===== config.mk =====
export PLATFORM = sky130hd
export DESIGN_NAME = tisw_input_switch_control
export DESIGN_NICKNAME = d
export VERILOG_FILES = /design/src/rtl/tisw_dummy_unused.sv /design/src/rtl/tisw_pkg.sv /design/src/rtl/tisw_input_switch_control.sv
export SDC_FILE = /design/constraint.sdc
export NUM_CORES = 1
export LEC_CHECK = 0
export BUFFER_PORTS_ARGS = -buffer_cell sky130_fd_sc_hd__buf_2
export CORE_UTILIZATION = 31
export CTS_CLUSTER_DIAMETER = 120
export CTS_CLUSTER_SIZE = 24
export DETAILED_ROUTE_END_ITERATION = 8
export PLACE_DENSITY = 0.75
export SLEW_MARGIN = 10
export SYNTH_ARGS = -nofsm -noshare
export SYNTH_HDL_FRONTEND = slang
export SYNTH_SLANG_ARGS = --single-unit

===== constraint.sdc =====
create_clock -name pclk -period 1.5 [get_ports pclk]
set_clock_uncertainty 0.15 [all_clocks]
set_input_delay 0.3 -clock pclk [delete_from_list [all_inputs] [get_ports pclk]]
set_output_delay 0.3 -clock pclk [all_outputs]
set_load 0.1 [all_outputs]

===== src/rtl/tisw_dummy_unused.sv =====
`timescale 1ns/1ps
`default_nettype none
`default_nettype wire


===== src/rtl/tisw_pkg.sv =====
package tisw_pkg;

	localparam logic [31:0] TISW_FULL_CONTROL_ADDR = 32'h0000215C;
	localparam logic [31:0] TISW_FULL_CONTROL_RESET = 32'h00000000;

	localparam int TISW_CALIB_B_BIT = 11;
	localparam int TISW_DRIVE_DIRECT_BIT = 9;
	localparam int TISW_GATING_BIT = 8;
	localparam int TISW_SEVENTH_BIT = 6;
	localparam int TISW_CALIB_DRIVE_BIT = 5;
	localparam int TISW_SENSE_BIT = 4;
	localparam int TISW_INPUT_THREE_BIT = 3;
	localparam int TISW_INPUT_TWO_BIT = 2;
	localparam int TISW_INPUT_ONE_BIT = 1;
	localparam int TISW_INPUT_ZERO_BIT = 0;

	// one flag per analog switch, high means closed
	typedef struct packed {
		logic calib_b_to_inverting_switch;
		logic drive_direct_switch;
		logic shared_gating_switch;
		logic seventh_routing_switch;
		logic calib_to_drive_switch;
		logic sense_route_switch;
		logic input_three_route_switch;
		logic input_two_route_switch;
		logic input_one_route_switch;
		logic input_zero_route_switch;
	} tisw_switch_t;

	localparam tisw_switch_t TISW_SWITCH_RESET = '0;

endpackage


===== src/rtl/tisw_input_switch_control.sv =====
`timescale 1ns/1ps
`default_nettype none
module tisw_input_switch_control import tisw_pkg::*; (
	input wire logic pclk, // register clock
	input wire logic presetn, // async reset, active low
	input wire logic psel, // apb select
	input wire logic penable, // apb access phase
	input wire logic pwrite, // apb direction, high is write
	input wire logic [31:0] paddr, // apb byte address
	input wire logic [31:0] pwdata, // apb write data
	input wire logic [3:0] pstrb, // apb byte strobes
	output logic [31:0] prdata, // apb read data
	output logic pready, // apb ready
	output logic pslverr, // apb error on unmapped address
	output tisw_switch_t switch_ctrl // switch drives, high closes
);

	// one flip-flop per switch, so no switch ever depends on another's logic
	logic calib_b_reg;
	logic drive_direct_reg;
	logic gating_reg;
	logic seventh_reg;
	logic calib_drive_reg;
	logic sense_reg;
	logic input_three_reg;
	logic input_two_reg;
	logic input_one_reg;
	logic input_zero_reg;
	tisw_switch_t switch_state;
	tisw_switch_t switch_next;

	// bus answer flip-flops
	logic [31:0] prdata_reg;
	logic pready_reg;
	logic pslverr_reg;

	// bus decode
	logic wait_phase;
	logic access;
	logic hit;
	logic store;
	logic [31:0] wmerged;
	logic [31:0] read_word;

	// pack switch flags at their register positions, every other bit zero
	function automatic logic [31:0] tisw_pack(input tisw_switch_t s);
		logic [31:0] v;
		v = 32'h00000000;
		v[TISW_CALIB_B_BIT] = s.calib_b_to_inverting_switch;
		v[TISW_DRIVE_DIRECT_BIT] = s.drive_direct_switch;
		v[TISW_GATING_BIT] = s.shared_gating_switch;
		v[TISW_SEVENTH_BIT] = s.seventh_routing_switch;
		v[TISW_CALIB_DRIVE_BIT] = s.calib_to_drive_switch;
		v[TISW_SENSE_BIT] = s.sense_route_switch;
		v[TISW_INPUT_THREE_BIT] = s.input_three_route_switch;
		v[TISW_INPUT_TWO_BIT] = s.input_two_route_switch;
		v[TISW_INPUT_ONE_BIT] = s.input_one_route_switch;
		v[TISW_INPUT_ZERO_BIT] = s.input_zero_route_switch;
		return v;
	endfunction

	// inverse of tisw_pack; reserved positions are dropped here and nowhere else,
	// so a write to them can never reach a switch
	function automatic tisw_switch_t tisw_unpack(input logic [31:0] w);
		tisw_switch_t s;
		s = TISW_SWITCH_RESET;
		s.calib_b_to_inverting_switch = w[TISW_CALIB_B_BIT];
		s.drive_direct_switch = w[TISW_DRIVE_DIRECT_BIT];
		s.shared_gating_switch = w[TISW_GATING_BIT];
		s.seventh_routing_switch = w[TISW_SEVENTH_BIT];
		s.calib_to_drive_switch = w[TISW_CALIB_DRIVE_BIT];
		s.sense_route_switch = w[TISW_SENSE_BIT];
		s.input_three_route_switch = w[TISW_INPUT_THREE_BIT];
		s.input_two_route_switch = w[TISW_INPUT_TWO_BIT];
		s.input_one_route_switch = w[TISW_INPUT_ONE_BIT];
		s.input_zero_route_switch = w[TISW_INPUT_ZERO_BIT];
		return s;
	endfunction

	// only the one control word is mapped; every other address answers an error
	function automatic logic tisw_is_mapped(input logic [31:0] addr);
		return (addr == TISW_FULL_CONTROL_ADDR);
	endfunction

	// widen the four byte strobes into a bit mask
	function automatic logic [31:0] tisw_lane_mask(input logic [3:0] strb);
		logic [31:0] mask;
		mask = 32'h00000000;
		for (int i = 0; i < 4; i++) begin
			if (strb[i]) begin
				mask[i*8 +: 8] = 8'hFF;
			end
		end
		return mask;
	endfunction

	// unstrobed lanes keep the stored image
	function automatic logic [31:0] tisw_merge(input logic [31:0] old_word,
		input logic [31:0] new_word, input logic [3:0] strb);
		logic [31:0] mask;
		mask = tisw_lane_mask(strb);
		return (old_word & ~mask) | (new_word & mask);
	endfunction

	// read data is zero unless a mapped read is answered
	function automatic logic [31:0] tisw_read_value(input logic mapped, input logic write,
		input logic [31:0] word);
		if (mapped && !write) begin
			return word;
		end
		return 32'h00000000;
	endfunction

	// one wait state: the first access cycle raises pready, the second completes
	assign wait_phase = psel && penable && !pready_reg;
	assign access = psel && penable && pready_reg;
	assign hit = tisw_is_mapped(paddr);
	assign store = access && pwrite && hit;
	assign read_word = tisw_pack(switch_state);
	// merging here keeps unstrobed lanes, and so their switches, untouched
	assign wmerged = tisw_merge(read_word, pwdata, pstrb);
	assign switch_next = tisw_unpack(wmerged);

	// reset and hold of the switch image

	// calibration pin b onto the inverting input
	always_ff @(posedge pclk or negedge presetn) begin
		if (!presetn) begin
			calib_b_reg <= TISW_SWITCH_RESET.calib_b_to_inverting_switch;
		end else begin
			if (store) begin
				calib_b_reg <= switch_next.calib_b_to_inverting_switch;
			end
		end
	end

	// drive electrode straight onto the inverting input
	// no interlock against gating: software owns that pairing
	always_ff @(posedge pclk or negedge presetn) begin
		if (!presetn) begin
			drive_direct_reg <= TISW_SWITCH_RESET.drive_direct_switch;
		end else begin
			if (store) begin
				drive_direct_reg <= switch_next.drive_direct_switch;
			end
		end
	end

	// shared gate for all the routed inputs
	// closing it with the direct switch still closed is left to software to avoid
	always_ff @(posedge pclk or negedge presetn) begin
		if (!presetn) begin
			gating_reg <= TISW_SWITCH_RESET.shared_gating_switch;
		end else begin
			if (store) begin
				gating_reg <= switch_next.shared_gating_switch;
			end
		end
	end

	// seventh routing switch
	always_ff @(posedge pclk or negedge presetn) begin
		if (!presetn) begin
			seventh_reg <= TISW_SWITCH_RESET.seventh_routing_switch;
		end else begin
			if (store) begin
				seventh_reg <= switch_next.seventh_routing_switch;
			end
		end
	end

	// calibration path onto the drive electrode input
	always_ff @(posedge pclk or negedge presetn) begin
		if (!presetn) begin
			calib_drive_reg <= TISW_SWITCH_RESET.calib_to_drive_switch;
		end else begin
			if (store) begin
				calib_drive_reg <= switch_next.calib_to_drive_switch;
			end
		end
	end

	// sense electrode through gate and load resistor
	always_ff @(posedge pclk or negedge presetn) begin
		if (!presetn) begin
			sense_reg <= TISW_SWITCH_RESET.sense_route_switch;
		end else begin
			if (store) begin
				sense_reg <= switch_next.sense_route_switch;
			end
		end
	end

	// analog input three through the gate
	always_ff @(posedge pclk or negedge presetn) begin
		if (!presetn) begin
			input_three_reg <= TISW_SWITCH_RESET.input_three_route_switch;
		end else begin
			if (store) begin
				input_three_reg <= switch_next.input_three_route_switch;
			end
		end
	end

	// analog input two through the gate
	always_ff @(posedge pclk or negedge presetn) begin
		if (!presetn) begin
			input_two_reg <= TISW_SWITCH_RESET.input_two_route_switch;
		end else begin
			if (store) begin
				input_two_reg <= switch_next.input_two_route_switch;
			end
		end
	end

	// analog input one through the gate
	always_ff @(posedge pclk or negedge presetn) begin
		if (!presetn) begin
			input_one_reg <= TISW_SWITCH_RESET.input_one_route_switch;
		end else begin
			if (store) begin
				input_one_reg <= switch_next.input_one_route_switch;
			end
		end
	end

	// analog input zero through the gate
	always_ff @(posedge pclk or negedge presetn) begin
		if (!presetn) begin
			input_zero_reg <= TISW_SWITCH_RESET.input_zero_route_switch;
		end else begin
			if (store) begin
				input_zero_reg <= switch_next.input_zero_route_switch;
			end
		end
	end

	// gather the switch flip-flops into the carrier struct
	always_comb begin
		switch_state = TISW_SWITCH_RESET;
		switch_state.calib_b_to_inverting_switch = calib_b_reg;
		switch_state.drive_direct_switch = drive_direct_reg;
		switch_state.shared_gating_switch = gating_reg;
		switch_state.seventh_routing_switch = seventh_reg;
		switch_state.calib_to_drive_switch = calib_drive_reg;
		switch_state.sense_route_switch = sense_reg;
		switch_state.input_three_route_switch = input_three_reg;
		switch_state.input_two_route_switch = input_two_reg;
		switch_state.input_one_route_switch = input_one_reg;
		switch_state.input_zero_route_switch = input_zero_reg;
	end

	// answer path

	// pready: high for exactly the one cycle that completes a transfer
	always_ff @(posedge pclk or negedge presetn) begin
		if (!presetn) begin
			pready_reg <= 1'b0;
		end else begin
			pready_reg <= wait_phase;
		end
	end

	// pslverr: flags an unmapped address, only alongside pready
	always_ff @(posedge pclk or negedge presetn) begin
		if (!presetn) begin
			pslverr_reg <= 1'b0;
		end else if (wait_phase) begin
			pslverr_reg <= !hit;
		end else begin
			pslverr_reg <= 1'b0;
		end
	end

	// prdata: zero outside the answer cycle, so stale switch state never leaks
	always_ff @(posedge pclk or negedge presetn) begin
		if (!presetn) begin
			prdata_reg <= 32'h00000000;
		end else if (wait_phase) begin
			prdata_reg <= tisw_read_value(hit, pwrite, read_word);
		end else begin
			prdata_reg <= 32'h00000000;
		end
	end

	// every output is a flip-flop or a bundle of them
	assign prdata = prdata_reg;
	assign pready = pready_reg;
	assign pslverr = pslverr_reg;
	assign switch_ctrl = switch_state;

endmodule
`default_nettype wire


* Yosys cells after proc, flatten, opt, wreduce, memory -nomap -nowiden
Cells that the tools add are included.
Cells by class: equality and inequality tests 1, multiplexer cells 8, bitwise logic cells 4, reductions and logical operators 9
Operators by type and width (count):
- two-way mux 32 bit | 3
- == test 32 x 14 -> 1 bit, second input constant | 1
- AND 12 bit | 2
- inverter 12 bit | 1
- bitwise OR 12 bit | 1
- two-way mux 8 bit | 1
- logical AND 1 bit | 6
- two-way mux 4 bit | 1
- logical NOT 1 bit | 3
- two-way mux 1 bit | 3
Word-level totals: flip-flop bits (word level) 44, output and inout bits 44, word-level logic and storage cells 35

* Logic depth before layout (Yosys ltp)
word-level depth 6, mapped depth 4

* Worst setup path after synthesis
No wires, ideal clock.
kind reg2reg, from reg pready_reg (netlist: pready), to reg with a tool-made name, setup time 0.125 ns, arrival time 2.005 ns, path slack -0.780 ns, cell stages (with the launch flop) 4, path buffers 0, cells stage by stage dfrtp_1 > nand4_1 > nor4_4 > mux2_2
RTL lines:
- start: declaration | line tisw_input_switch_control.sv:34 | logic pready_reg;
- start signal: assignment | line tisw_input_switch_control.sv:260 | pready_reg <= wait_phase;

==> metrics.log <==
INFO  metric diode_insertion_count_for_antenna_repair = 0
INFO  metric syn_inst = 95
INFO  metric hold_path.class = input pin to flip-flop
INFO  metric top_level_ports = 117
INFO  metric die_h = 62.1 um
INFO  metric global_route.overflow_total = 0
INFO  metric pre_cts_slack = -577 ps
INFO  metric fmax = 0.584 GHz
INFO  metric ys_seq_area_frac = 0.492
INFO  metric postSynth.topFlopCell = dfrtp_1
INFO  metric fin_total_pwr = 1.28 mW
INFO  metric initial_util = 0.330
INFO  metric powerDensity = 660 nW/um^2
INFO  metric synth.largest_area_cell = dfrtp_1
INFO  metric grt_antenna_before_repair = 0
INFO  metric cts_root_buffer = clkbuf_4
INFO  metric reg2reg_from = pready
INFO  metric worstSetupPathType = input pin to flip-flop
INFO  metric setup.worst_path.end_class = flip-flop
INFO  metric cts_tree = yes
INFO  metric detail_route.drc_violations = 0
INFO  metric finish.utilization = 0.571
INFO  metric drt-vias-per-instance = 4.24
INFO  metric failed_checks = negative setup slack
INFO  metric report.final.slew_viol_count = 0
INFO  metric vias_in_the_first_global_route = 835
INFO  metric setup_repair_after_global_routing_missed_its_margin = yes
INFO  metric wirelength = 2880 um
INFO  metric yosys.cell_types.count = 17
INFO  metric final_cell_area = 1930 sq um
INFO  metric final-setup-viol-count = 21
INFO  metric layout_setup_ws = -211 ps
INFO  metric grt_max_degree = 23
INFO  metric outcome = finished with violations
INFO  metric cts_buffers = 3
INFO  metric postRouteAntennaNets = 0
INFO  metric clk_pin_slew = 120 ps
INFO  metric synth_enable_flop_cells = 0
INFO  metric min_from = pwdata[1]
INFO  metric vias = 920
INFO  metric period_minus_slack = 1710 ps
INFO  metric proportion_of_layout_cells_with_a_drive_suffix_above_1 = 0.626
INFO  metric dieWidth = 62.1 um
INFO  metric cp-start-kind = input pin
INFO  metric dr.pass1.iters = 4
INFO  metric clockBufferDepth = 2
INFO  metric post_layout_nonfiller_instances = 217
INFO  metric avgSynthCellArea = 11.8 sq um
INFO  metric fin_hold_ws = 76.6 ps
INFO  metric asyncSetResetFlopFracSynth = 1.00
INFO  metric synth-warning-count = 0
INFO  metric ff2ff_setup_slack = -190 ps
INFO  metric setup-tns-final = -2830 ps
INFO  metric worstPathArrival = 1740 ps
INFO  metric logic_depth_of_the_worst_register_to_register_path = 4
INFO  metric cellLeakagePower = 1.00 nW
INFO  metric critical_path_required = 1530 ps
INFO  metric place_inst = 206
INFO  metric global_route.usage.total = 0.130
INFO  metric grt_first_pass_wirelength = 3780 um
INFO  metric insertion_delay = 300 ps
INFO  metric fillers = 258
INFO  metric irDropWorstVdd = 0.000301 V
INFO  metric cts_max_level = 1
INFO  metric final_nets = 245
INFO  metric timing_hold_violations_final = 0
INFO  metric synth_area_leaders = dfrtp_1 49%, buf_4 21%, mux2_2 10%, and2_1 5.6%, nor4_1 2.2%
INFO  metric crit_path_max_fanout = 7
INFO  metric synth.ff_latch_count = 22
INFO  metric post-dp-hpwl = 1750 um
INFO  metric syn-cell-area = 1120 sq um
INFO  metric dpl-instance-area = 1590 sq um
INFO  metric post_drt_wl_per_cell = 13.3 um
INFO  metric drt_iter0_drc = 32
INFO  metric fp.coreArea = 3390 sq um
INFO  metric placement_rows = 21
INFO  metric dieArea = 3850 sq um
INFO  metric yosysTopAreaCellShare = 0.492
INFO  metric clock_sinks = 22
INFO  metric final.period_utilization = 1.14
INFO  metric top_count_cell_post_synth = buf_4
INFO  metric area.growth.synth_to_final = 72.9%
INFO  metric most_common_library_cells_after_synthesis = 32 x buf_4, 22 x dfrtp_1, 10 x and2_1, 10 x mux2_2, 4 x nor4_1
INFO  metric port-buffer-count = 70
INFO  metric globalplace.congestion = 0.796
INFO  metric cap_viol_max_count = 0
INFO  metric hold_depth = 2
-- kinds of logic (layout without fill, tap and decap cells) --
| logic type | after synthesis | count (layout) | synth area share |
|---|---|---|---|
| AOI/OAI and AO/OA | 1 | 1 | 0.00671 |
| buffers and inverters | 34 | 89 | 0.221 |
| DFF | 22 | 22 | 0.492 |
| muxes | 10 | 10 | 0.101 |
| other | 1 | 22 | 0.00335 |
| and+or+nand+nor | 27 | 27 | 0.176 |
-- cell type report --
cell class	instances	area [sq um]	share of cell area
Inverter	2	7.51	0.00388
Clock buffer	4	26.3	0.0136
Tap cell	46	57.6	0.0298
Multi-Input combinational cell	60	547	0.283
Sequential cell	22	554	0.287
Timing Repair Buffer	83	742	0.384
-- worst max-delay path by stage --
| stage | from | end | slack [ps] |
|---|---|---|---|
| after CTS | pready | flip-flop | -140 |
| final | paddr[10] | flip-flop | -210 |
| after global placement | paddr[25] | flip-flop | -590 |
| after floorplan | paddr[5] | flip-flop | -410 |
| after detailed placement | paddr[25] | flip-flop | -580 |
| after global routing | paddr[10] | flip-flop | -270 |
-- power breakdown --
| group | internal (mW) | switching (mW) | leakage, nW | total (mW) |
|---|---|---|---|---|
| clock | 0.103 | 0.159 | 0.0150 | 0.263 |
| combinational | 0.0936 | 0.322 | 0.683 | 0.415 |
| sequential | 0.597 | 0.00308 | 0.304 | 0.600 |
| total | 0.793 | 0.484 | 1.00 | 1.28 |
-- per-layer routing --
metal | track usage | part of all wire | vias to the layer above | routed length, um
met5 | 0 | 0 | - | 0
met4 | 0.0476 | 0.028 | 0 | 80
met3 | 0.0207 | 0.063 | 8 | 182
met2 | 0.223 | 0.55 | 44 | 1580
met1 | 0.165 | 0.36 | 445 | 1040
li1 | - | - | 423 | -
-- cell usage in the layout, fill, tap and decap left out, types with 2 or more instances in the layout --
cell	count
and2_1	9
buf_12	12
buf_2	39
buf_4	10
buf_6	17
clkbuf_4	7
conb_1	22
dfrtp_1	21
inv_1	2
mux2_4	10
nand4_1	3
nor4_4	5
-- what timing repair did --
action / 4_1_cts / 5_1_grt
setup buffers: 4 / 2
pin swaps: 8 / 2
hold buffers: 1 / 0
gates resized for setup: 32 / 23
gates cloned: 0 / 1
setup endpoints to repair: 27 / 25
hold endpoints to repair: 22 / 0
-- critical path: stages --
cell	delay, ps
buf_6	100
nor4b_4	290
nand4_1	150
buf_6	160
nor4_4	240
buf_6	190
mux2_4	300
Note: power is estimated with default switching activity, not from simulation.
